File: config.mk
export PLATFORM = sky130hd
export DESIGN_NAME = icgo_config
export DESIGN_NICKNAME = d
export VERILOG_FILES = /design/src/design/icgo_pkg.sv /design/src/design/icgo_config.sv
export VERILOG_INCLUDE_DIRS = /design/src /design/src/design
export SDC_FILE = /design/constraint.sdc
export NUM_CORES = 1
export LEC_CHECK = 0
export BUFFER_PORTS_ARGS = -buffer_cell sky130_fd_sc_hd__buf_2
export CAP_MARGIN = 20
export CELL_PAD_IN_SITES_DETAIL_PLACEMENT = 2
export CELL_PAD_IN_SITES_GLOBAL_PLACEMENT = 2
export CORE_MARGIN = 4
export CORE_UTILIZATION = 41
export CTS_BUF_LIST = sky130_fd_sc_hd__clkbuf_2
export DETAILED_ROUTE_END_ITERATION = 7
export PLACE_DENSITY = 0.93
export SETUP_SLACK_MARGIN = 0.1
export SLEW_MARGIN = 20
export SYNTH_ARGS = -nofsm -noshare
export SYNTH_HDL_FRONTEND = slang
export SYNTH_SLANG_ARGS = --single-unit
export TNS_END_PERCENT = 100
File: constraint.sdc
create_clock -name mclk -period 4.45 [get_ports mclk]
set_clock_uncertainty 0.15 [all_clocks]
set_input_delay 0.2225 -clock mclk [delete_from_list [all_inputs] [get_ports mclk]]
set_output_delay 0.2225 -clock mclk [all_outputs]
set_load 0.03 [all_outputs]
File: src/design/icgo_consts.svh
// Offsets, field positions and reset values of the input channel gain and offset configuration
`ifndef ICGO_CONSTS_SVH
`define ICGO_CONSTS_SVH
`define ICGO_ADDR_GAIN 6'h0a
`define ICGO_ADDR_CH1OFS 6'h0b
`define ICGO_ADDR_CH2OFS 6'h0c
`define ICGO_GAIN1_LSB 0
`define ICGO_GAIN1_MSB 2
`define ICGO_RANGE_LSB 3
`define ICGO_RANGE_MSB 4
`define ICGO_GAIN2_LSB 5
`define ICGO_GAIN2_MSB 7
`define ICGO_OFS_SIGN 5
`define ICGO_INTEG_BIT 7
`define ICGO_RST_GAIN 8'h00
`define ICGO_RST_OFS 8'h00
`define ICGO_OFS_MAX 5'h1f
`endif

File: src/design/icgo_pkg.sv
// Types of the input channel gain and offset configuration
package icgo_pkg;
    typedef enum logic [1:0] {RANGE_HALF = 2'h0, RANGE_QUARTER = 2'h1, RANGE_EIGHTH = 2'h2} icgo_range_t;
    typedef struct packed {
        logic [7:0] gain;
        logic [7:0] ch1Ofs;
        logic [7:0] ch2Ofs;
        logic [7:0] rdData;
        logic [2:0] ch1GainShift;
        logic [2:0] ch2GainShift;
        icgo_range_t ch1Range;
        logic signed [6:0] ch1OfsVal;
        logic signed [6:0] ch2OfsVal;
        logic integEnable;
    } icgo_state_t;
endpackage : icgo_pkg

File: src/design/icgo_config.sv
// Gain, range and offset correction registers for the two input channels
//Contract
// - Gain register bits 2:0 choose the channel 1 amplifier gain of 1, 2, 4, 8 or 16.
// - Gain register bits 7:5 choose the channel 2 amplifier gain from the same set.
// - Gain register bits 4:3 choose the channel 1 converter range of 0.5 V, 0.25 V or 0.125 V.
// - Each offset correction value is a six-bit sign-and-magnitude number.
// - The offset step weight follows the selected channel gain.
// - The channel 1 integrator is off after power-up.
// - Bit 7 of the channel 1 offset register switches the channel 1 integrator on or off.
`timescale 1ns/10ps
`default_nettype none
`include "icgo_consts.svh"
module icgo_config (
    input wire logic mclk,
    input wire logic rst,
    input wire logic regWrite,
    input wire logic regRead,
    input wire logic [5:0] regAddr,
    input wire logic [7:0] regWrData,
    output logic [7:0] regRdData,
    output logic [2:0] ch1GainShift,
    output logic [2:0] ch2GainShift,
    output icgo_pkg::icgo_range_t ch1Range,
    output logic signed [6:0] ch1OffsetCorr,
    output logic signed [6:0] ch2OffsetCorr,
    output logic integEnable
);
    import icgo_pkg::*;

    icgo_state_t s_q;
    icgo_state_t s_d;

    // True when the bus address selects the given register
    function automatic logic addr_hit(
        input logic [5:0] addr,
        input logic [5:0] target
    );
        addr_hit = (addr == target);
    endfunction : addr_hit

    // A write replaces the whole register; any other cycle keeps it
    function automatic logic [7:0] write_merge(
        input logic [7:0] cur,
        input logic [7:0] wrData,
        input logic hit
    );
        if (hit)
        begin
            write_merge = wrData;
        end
        else
        begin
            write_merge = cur;
        end
    endfunction : write_merge

    // Data of the addressed register; unmapped addresses read as zero
    function automatic logic [7:0] read_mux(
        input logic [5:0] addr,
        input logic [7:0] gain,
        input logic [7:0] ch1,
        input logic [7:0] ch2
    );
        if (addr_hit(addr, `ICGO_ADDR_GAIN))
        begin
            read_mux = gain;
        end
        else if (addr_hit(addr, `ICGO_ADDR_CH1OFS))
        begin
            read_mux = ch1;
        end
        else if (addr_hit(addr, `ICGO_ADDR_CH2OFS))
        begin
            read_mux = ch2;
        end
        else
        begin
            read_mux = 8'h00;
        end
    endfunction : read_mux

    // Channel 1 gain field
    function automatic logic [2:0] gain1_code(
        input logic [7:0] g
    );
        gain1_code = g[`ICGO_GAIN1_MSB:`ICGO_GAIN1_LSB];
    endfunction : gain1_code

    // Channel 2 gain field
    function automatic logic [2:0] gain2_code(
        input logic [7:0] g
    );
        gain2_code = g[`ICGO_GAIN2_MSB:`ICGO_GAIN2_LSB];
    endfunction : gain2_code

    // Channel 1 converter range field
    function automatic logic [1:0] range_code(
        input logic [7:0] g
    );
        range_code = g[`ICGO_RANGE_MSB:`ICGO_RANGE_LSB];
    endfunction : range_code

    // Gain code to shift count; unused codes fall back to unity
    function automatic logic [2:0] gain_shift(
        input logic [2:0] code
    );
        if (code <= 3'h4)
        begin
            gain_shift = code;
        end
        else
        begin
            gain_shift = 3'h0;
        end
    endfunction : gain_shift

    // Range code to full scale; the spare code keeps the widest range
    function automatic icgo_range_t range_sel(
        input logic [1:0] code
    );
        unique case (code)
            2'h1:
            begin
                range_sel = RANGE_QUARTER;
            end
            2'h2:
            begin
                range_sel = RANGE_EIGHTH;
            end
            default:
            begin
                range_sel = RANGE_HALF;
            end
        endcase
    endfunction : range_sel

    // Magnitude field of an offset register
    function automatic logic [4:0] ofs_mag(
        input logic [7:0] r
    );
        ofs_mag = r[`ICGO_OFS_SIGN-1:0];
    endfunction : ofs_mag

    // Sign field of an offset register; set means a negative correction
    function automatic logic ofs_neg(
        input logic [7:0] r
    );
        ofs_neg = r[`ICGO_OFS_SIGN];
    endfunction : ofs_neg

    // Integrator request bit of the channel 1 offset register
    function automatic logic integ_req(
        input logic [7:0] r
    );
        integ_req = r[`ICGO_INTEG_BIT];
    endfunction : integ_req

    // Sign-magnitude to two's complement, so a negative zero reads as zero.
    // The count is gain independent; its weight per step follows the gain shift
    function automatic logic signed [6:0] sm_to_tc(
        input logic [7:0] r
    );
        logic signed [6:0] mag;
        mag = $signed({2'h0, ofs_mag(r)});
        if (ofs_neg(r))
        begin
            sm_to_tc = -mag;
        end
        else
        begin
            sm_to_tc = mag;
        end
    endfunction : sm_to_tc

    always_comb
    begin
        s_d = s_q;
        // Writes; an unmapped address leaves every register alone
        if (regWrite)
        begin
            s_d.gain = write_merge(s_q.gain, regWrData, addr_hit(regAddr, `ICGO_ADDR_GAIN));
            s_d.ch1Ofs = write_merge(s_q.ch1Ofs, regWrData, addr_hit(regAddr, `ICGO_ADDR_CH1OFS));
            s_d.ch2Ofs = write_merge(s_q.ch2Ofs, regWrData, addr_hit(regAddr, `ICGO_ADDR_CH2OFS));
        end
        // A read in the same cycle as a write returns the value from before it
        if (regRead)
        begin
            s_d.rdData = read_mux(regAddr, s_q.gain, s_q.ch1Ofs, s_q.ch2Ofs);
        end
        // Decoded outputs follow the values that this edge stores
        s_d.ch1GainShift = gain_shift(gain1_code(s_d.gain));
        s_d.ch2GainShift = gain_shift(gain2_code(s_d.gain));
        s_d.ch1Range = range_sel(range_code(s_d.gain));
        s_d.ch1OfsVal = sm_to_tc(s_d.ch1Ofs);
        s_d.ch2OfsVal = sm_to_tc(s_d.ch2Ofs);
        s_d.integEnable = integ_req(s_d.ch1Ofs);
    end

    always_ff @(posedge mclk or posedge rst)
    begin
        if (rst)
        begin
            s_q <= '0;
            s_q.gain <= `ICGO_RST_GAIN;
            s_q.ch1Ofs <= `ICGO_RST_OFS;
            s_q.ch2Ofs <= `ICGO_RST_OFS;
        end
        else
        begin
            s_q <= s_d;
        end
    end

    // Every output is a plain copy of a register field
    assign regRdData = s_q.rdData;
    assign ch1GainShift = s_q.ch1GainShift;
    assign ch2GainShift = s_q.ch2GainShift;
    assign ch1Range = s_q.ch1Range;
    assign ch1OffsetCorr = s_q.ch1OfsVal;
    assign ch2OffsetCorr = s_q.ch2OfsVal;
    assign integEnable = s_q.integEnable;
endmodule : icgo_config
`default_nettype wire

# Word-level counts from Yosys, hierarchy flattened
# Index checks and enable logic that the tools add are counted.
# W data, S select, Z words.
word_totals:
  reg_bits: 55
  elab_cells: 35
classes:
  add_sub_neg: 2
  n_lt_le_gt_ge: 2
  n_eq_ne: 5
  mux: 12
  n_reduce_logical: 2
ops:
  columns: ["cell", "count"]
  rows:
  - ["$mux W8", 6]
  - ["$mux W24", 1]
  - ["$eq A6 B4 Y1 const B", 3]
  - ["$mux W7", 2]
  - ["$neg A5 Y7", 2]
  - ["$le A3 B3 Y1 const B", 2]
  - ["$mux W3", 2]
  - ["$pmux W2 S2", 1]
  - ["$reduce_and A2 Y1", 2]
  - ["$eq A2 B1 Y1 const B", 1]
  - ["$eq A2 B2 Y1 const B", 1]

# Logic depth before layout (Yosys ltp)
logic_depth:
  ltp_word: 5
  mapped_depth: 8
  ltp_nobuf: 7

# Worst setup path before layout
# OpenSTA, ideal clock, no wires.
synth_path:
  path_kind: "in2reg"
  startpoint: "input regAddr[1]"
  endpoint: "register s_q, in the netlist ch2OffsetCorr[4]"
  setup_time_ns: 0.079
  arrival_ns: 1.891
  required_time_ns: 4.221
  path_slack_ns: 2.330
  path_stages: 8
  n_path_buf: 1
  cell_sequence: "nor3b_4 > nand2_4 > buf_6 > mux2i_1 > ha_1 > or3b_1 > a21boi_1 > a2bb2oi_1"
synth_lines:
  columns: ["element", "line_no", "rtl"]
  rows:
  - ["from (decl)", "icgo_config.sv:18", "input wire logic [5:0] regAddr,"]
  - ["to (decl)", "icgo_config.sv:30", "icgo_state_t s_q;"]

==> summary.md <==
| Metric | Value |
|---|---|
| Status | `finished, final reports clean` |
| H-tree depth | `2` |
| Warnings, synthesis | `0` |
| Post-DP HPWL | `5410 um` |
| Port Buffer Count | `48` |
| RSZ-0062 raised after global routing | `no` |
| Mapped cell area | `between 0.002 and 0.003 sq mm` |
| Layout cell share with drive strength beyond 1 | `between 20 and 30%` |
| DR iter-0 viols | `84` |
| Final core occ | `a little under half` |
| Avg Vias per Cell | `~5.3` |
| VDD IR max | `142 uV` |
| Largest net degree at the start of global routing | `28` |
| Design Area, Final | `around 0.0031 sq mm` |
| Clock transition at path regs | `around 0.25 ns` |
| GRT Util Overall | `between 10% and 20%` |
| Final Max Tran Viols | `0` |
| Final worst path period need | `2.17 ns` |
| Type of origin of the critical path | `input pin` |
| Fin. Hold Viols | `0` |
| Post-synth net total | `~270` |
| Initial core utilization | `a little over two fifths` |
| Drt drc | `0` |
| Gpl congestion | `~0.76` |
| Clk_lat worst skew | `around 0.44 ns` |
| Yosys reg bits | `52` |
| Multi-input gate area | `0.00125 sq mm` |
| Max Cap Viol | `0` |
| Setup slack at placement | `about 1.8 ns` |
| Crit Path Class | `input pin to register` |
| FP Rows | `30` |
| Die X | `between 90 and 100 um` |
| Die area | `~0.0086 sq mm` |
| DR pass1 iterations | `4` |
| Max-slew headroom | `between 40% and 50%` |
| Max FO, Critical Path | `15` |
| Total number of vias | `1,973` |
| Mean Syn Cell Area | `between 10 and 15 sq um` |
| Post-route antenna net violation count | `0` |
| Register area | `0.00130 sq mm` |
| Final WS setup | `2.28 ns` |
| Setup crit end kind | `register` |
| CP required | `roughly 4.7 ns` |
| Worst Path Arrival | `2.41 ns` |
| Postcts setup bufs | `0` |
| Routed wire length | `between 7000 and 8000 um` |
| PwrDens | `about 360 mW/mm^2` |
| # resized after CTS | `0` |
| Remaining global-route overflow | `0` |
| Cell Area, Placed | `just under 0.003 sq mm` |
| Worst hold slack | `about 0.094 ns` |
| CTS tree | `done` |
| Worst Hold Class | `input pin to register` |
| WL/cell | `~20 um` |
| Clock sink count | `52` |
| Core Area | `0.00687 sq mm` |
| Slew @ Worst Pin | `between 0.8 and 0.9 ns` |
| P_leak | `roughly 1.6 nW` |
| Final period util | `approximately 50%` |
| I/O pin count | `slightly below 50` |
| NumNets Final | `between 200 and 300` |
| Synth unique cells | `39` |
| Synthesis-to-finish area growth | `6.62%` |
| Fillers | `roughly 730` |
| Inserted Clock Buffers | `5` |
| F_max | `0.460 GHz` |
| Non-filler cells, final | `around 370` |
| Number of global-route vias before repair | `about 2,200` |
| Clock Tree Buf Depth | `2` |
| Tot Pwr | `1.11 mW` |
| # placed instances | `roughly 360` |
| Post-synthesis sequential area ratio | `44.4%` |
| Die height | `between 90 and 100 um` |
| Setup tns final | `0 ns` |
| Initial antenna violation count | `0` |
| First-pass GRT wire length | `between 10,000 and 15,000 um` |
| Cell count after synthesis | `roughly 260` |
| # diodes | `0` |
| Setup violators final | `0` |
| Root Buffer | `clkbuf_2` |
critical path, cell delays in order:
cell,delay (ns)
buf_2,0.19
nor3b_4,0.48
nand2_4,0.26
mux2i_1,0.24
ha_1,0.27
or3b_1,0.39
a21boi_1,0.18
a2bb2oi_1,0.17
layer usage:
metal / GRT usage [%] / up-vias / wire length [um]
li1: - / 896 / -
met1: 23.2 / 1013 / 3170
met2: 32.6 / 52 / 3970
met3: 3.57 / 12 / 255
met4: 5.07 / 0 / 99
met5: 0 / - / 0
path summary, 6_finish.rpt:
check | slack [ns] | from | end | cells past startpoint
worst max-delay path | 2.28 | regAddr[0] | ch2OffsetCorr[4] | 8
worst min-delay path | 0.09 | regAddr[1] | ch2OffsetCorr[4] | 4
worst max register to register | 2.52 | ch2OffsetCorr[0] | ch2OffsetCorr[4] | 5
worst min register to register | 0.37 | s_q[45] | s_q[45] | 1
max in group asynchronous | 3.42 | rst | ch2GainShift[0] | 4
min in group asynchronous | 0.19 | rst | ch1OffsetCorr[3] | 3
report_power, final:
group	internal [mW]	switching [mW]	total (mW)
combinational	0.130	0.205	0.334
sequential	0.540	0.0548	0.595
clock	0.0323	0.150	0.183
registers in the layout, summed over array words and instances (netlist names):
| name | count |
|---|---|
| ch1Range | 2 |
| ch2OffsetCorr | 7 |
| ch2GainShift | 3 |
| ch1OffsetCorr | 7 |
| s_q | 22 |
| ch1GainShift | 3 |
| regRdData | 8 |
synthesized netlist by cell type, drive strengths merged:
library cell	number	share of area, %
nor2b	3	0.64
clkbuf	8	1.0
nand2b	21	4.5
or4	1	0.26
or3	2	0.43
nand3	1	0.17
nor3b	5	1.7
o31ai	5	1.3
or3b	3	0.90
a21boi	1	0.26
xnor2	2	0.60
o32ai	8	2.4
a22oi	7	1.8
mux2	24	10
and4bb	1	0.43
nor2	10	1.3
a2bb2oi	2	0.60
nor4bb	1	0.34
dfrtp	52	44
nand2	4	0.77
o41ai	2	0.60
and3	1	0.38
mux2i	23	7.9
buf	37	10
nand3b	1	0.68
o21ai	6	1.0
o311ai	1	0.30
inv	12	1.5
xor2	9	2.7
a21oi	1	0.17
ha	1	0.43
area by class of cell:
class                           instances  area share, %
Timing Repair Buffer                   60           11.9
Multi-Input combinational cell        146           40.1
Inverter                               12           1.44
Sequential cell                        52           41.7
Clock inverter                          2          0.240
Tap cell                               96           3.85
Clock buffer                            5          0.801
cell usage in the layout, fill, tap and decap left out, drive strengths merged, types with 2 or more instances in the layout:
cell         instances
o41ai                2
or3b                 3
nor2b                3
nand2                4
buf                 49
xor2                 9
nor3b                5
o32ai                8
o31ai                5
nand2b              21
a22oi                7
or3                  2
nor2                10
mux2i               23
xnor2                2
mux2                24
o21ai                6
a2bb2oi              2
clkinv               2
clkbuf               5
dlygate4sd3         11
inv                 12
dfrtp               52
kinds of logic (layout without fill, tap and decap cells):
group | Yosys count | after routing | share of synthesized area (%)
flip-flops | 52 | 52 | 44.4
XOR/XNOR | 11 | 11 | 3.29
adder cells (fa/ha/maj) | 1 | 1 | 0.427
AND/OR/NAND/NOR | 54 | 54 | 12.4
multiplexers | 47 | 47 | 18.2
buffers and inverters | 57 | 79 | 12.8
AO/OA/AOI/OAI | 33 | 33 | 8.42
repair_timing:
action	in CTS	in global routing
endpoints found under the setup margin	0	0
hold endpoints to repair	47	0
hold buffers	11	0
(Power assumes the default switching activity.)
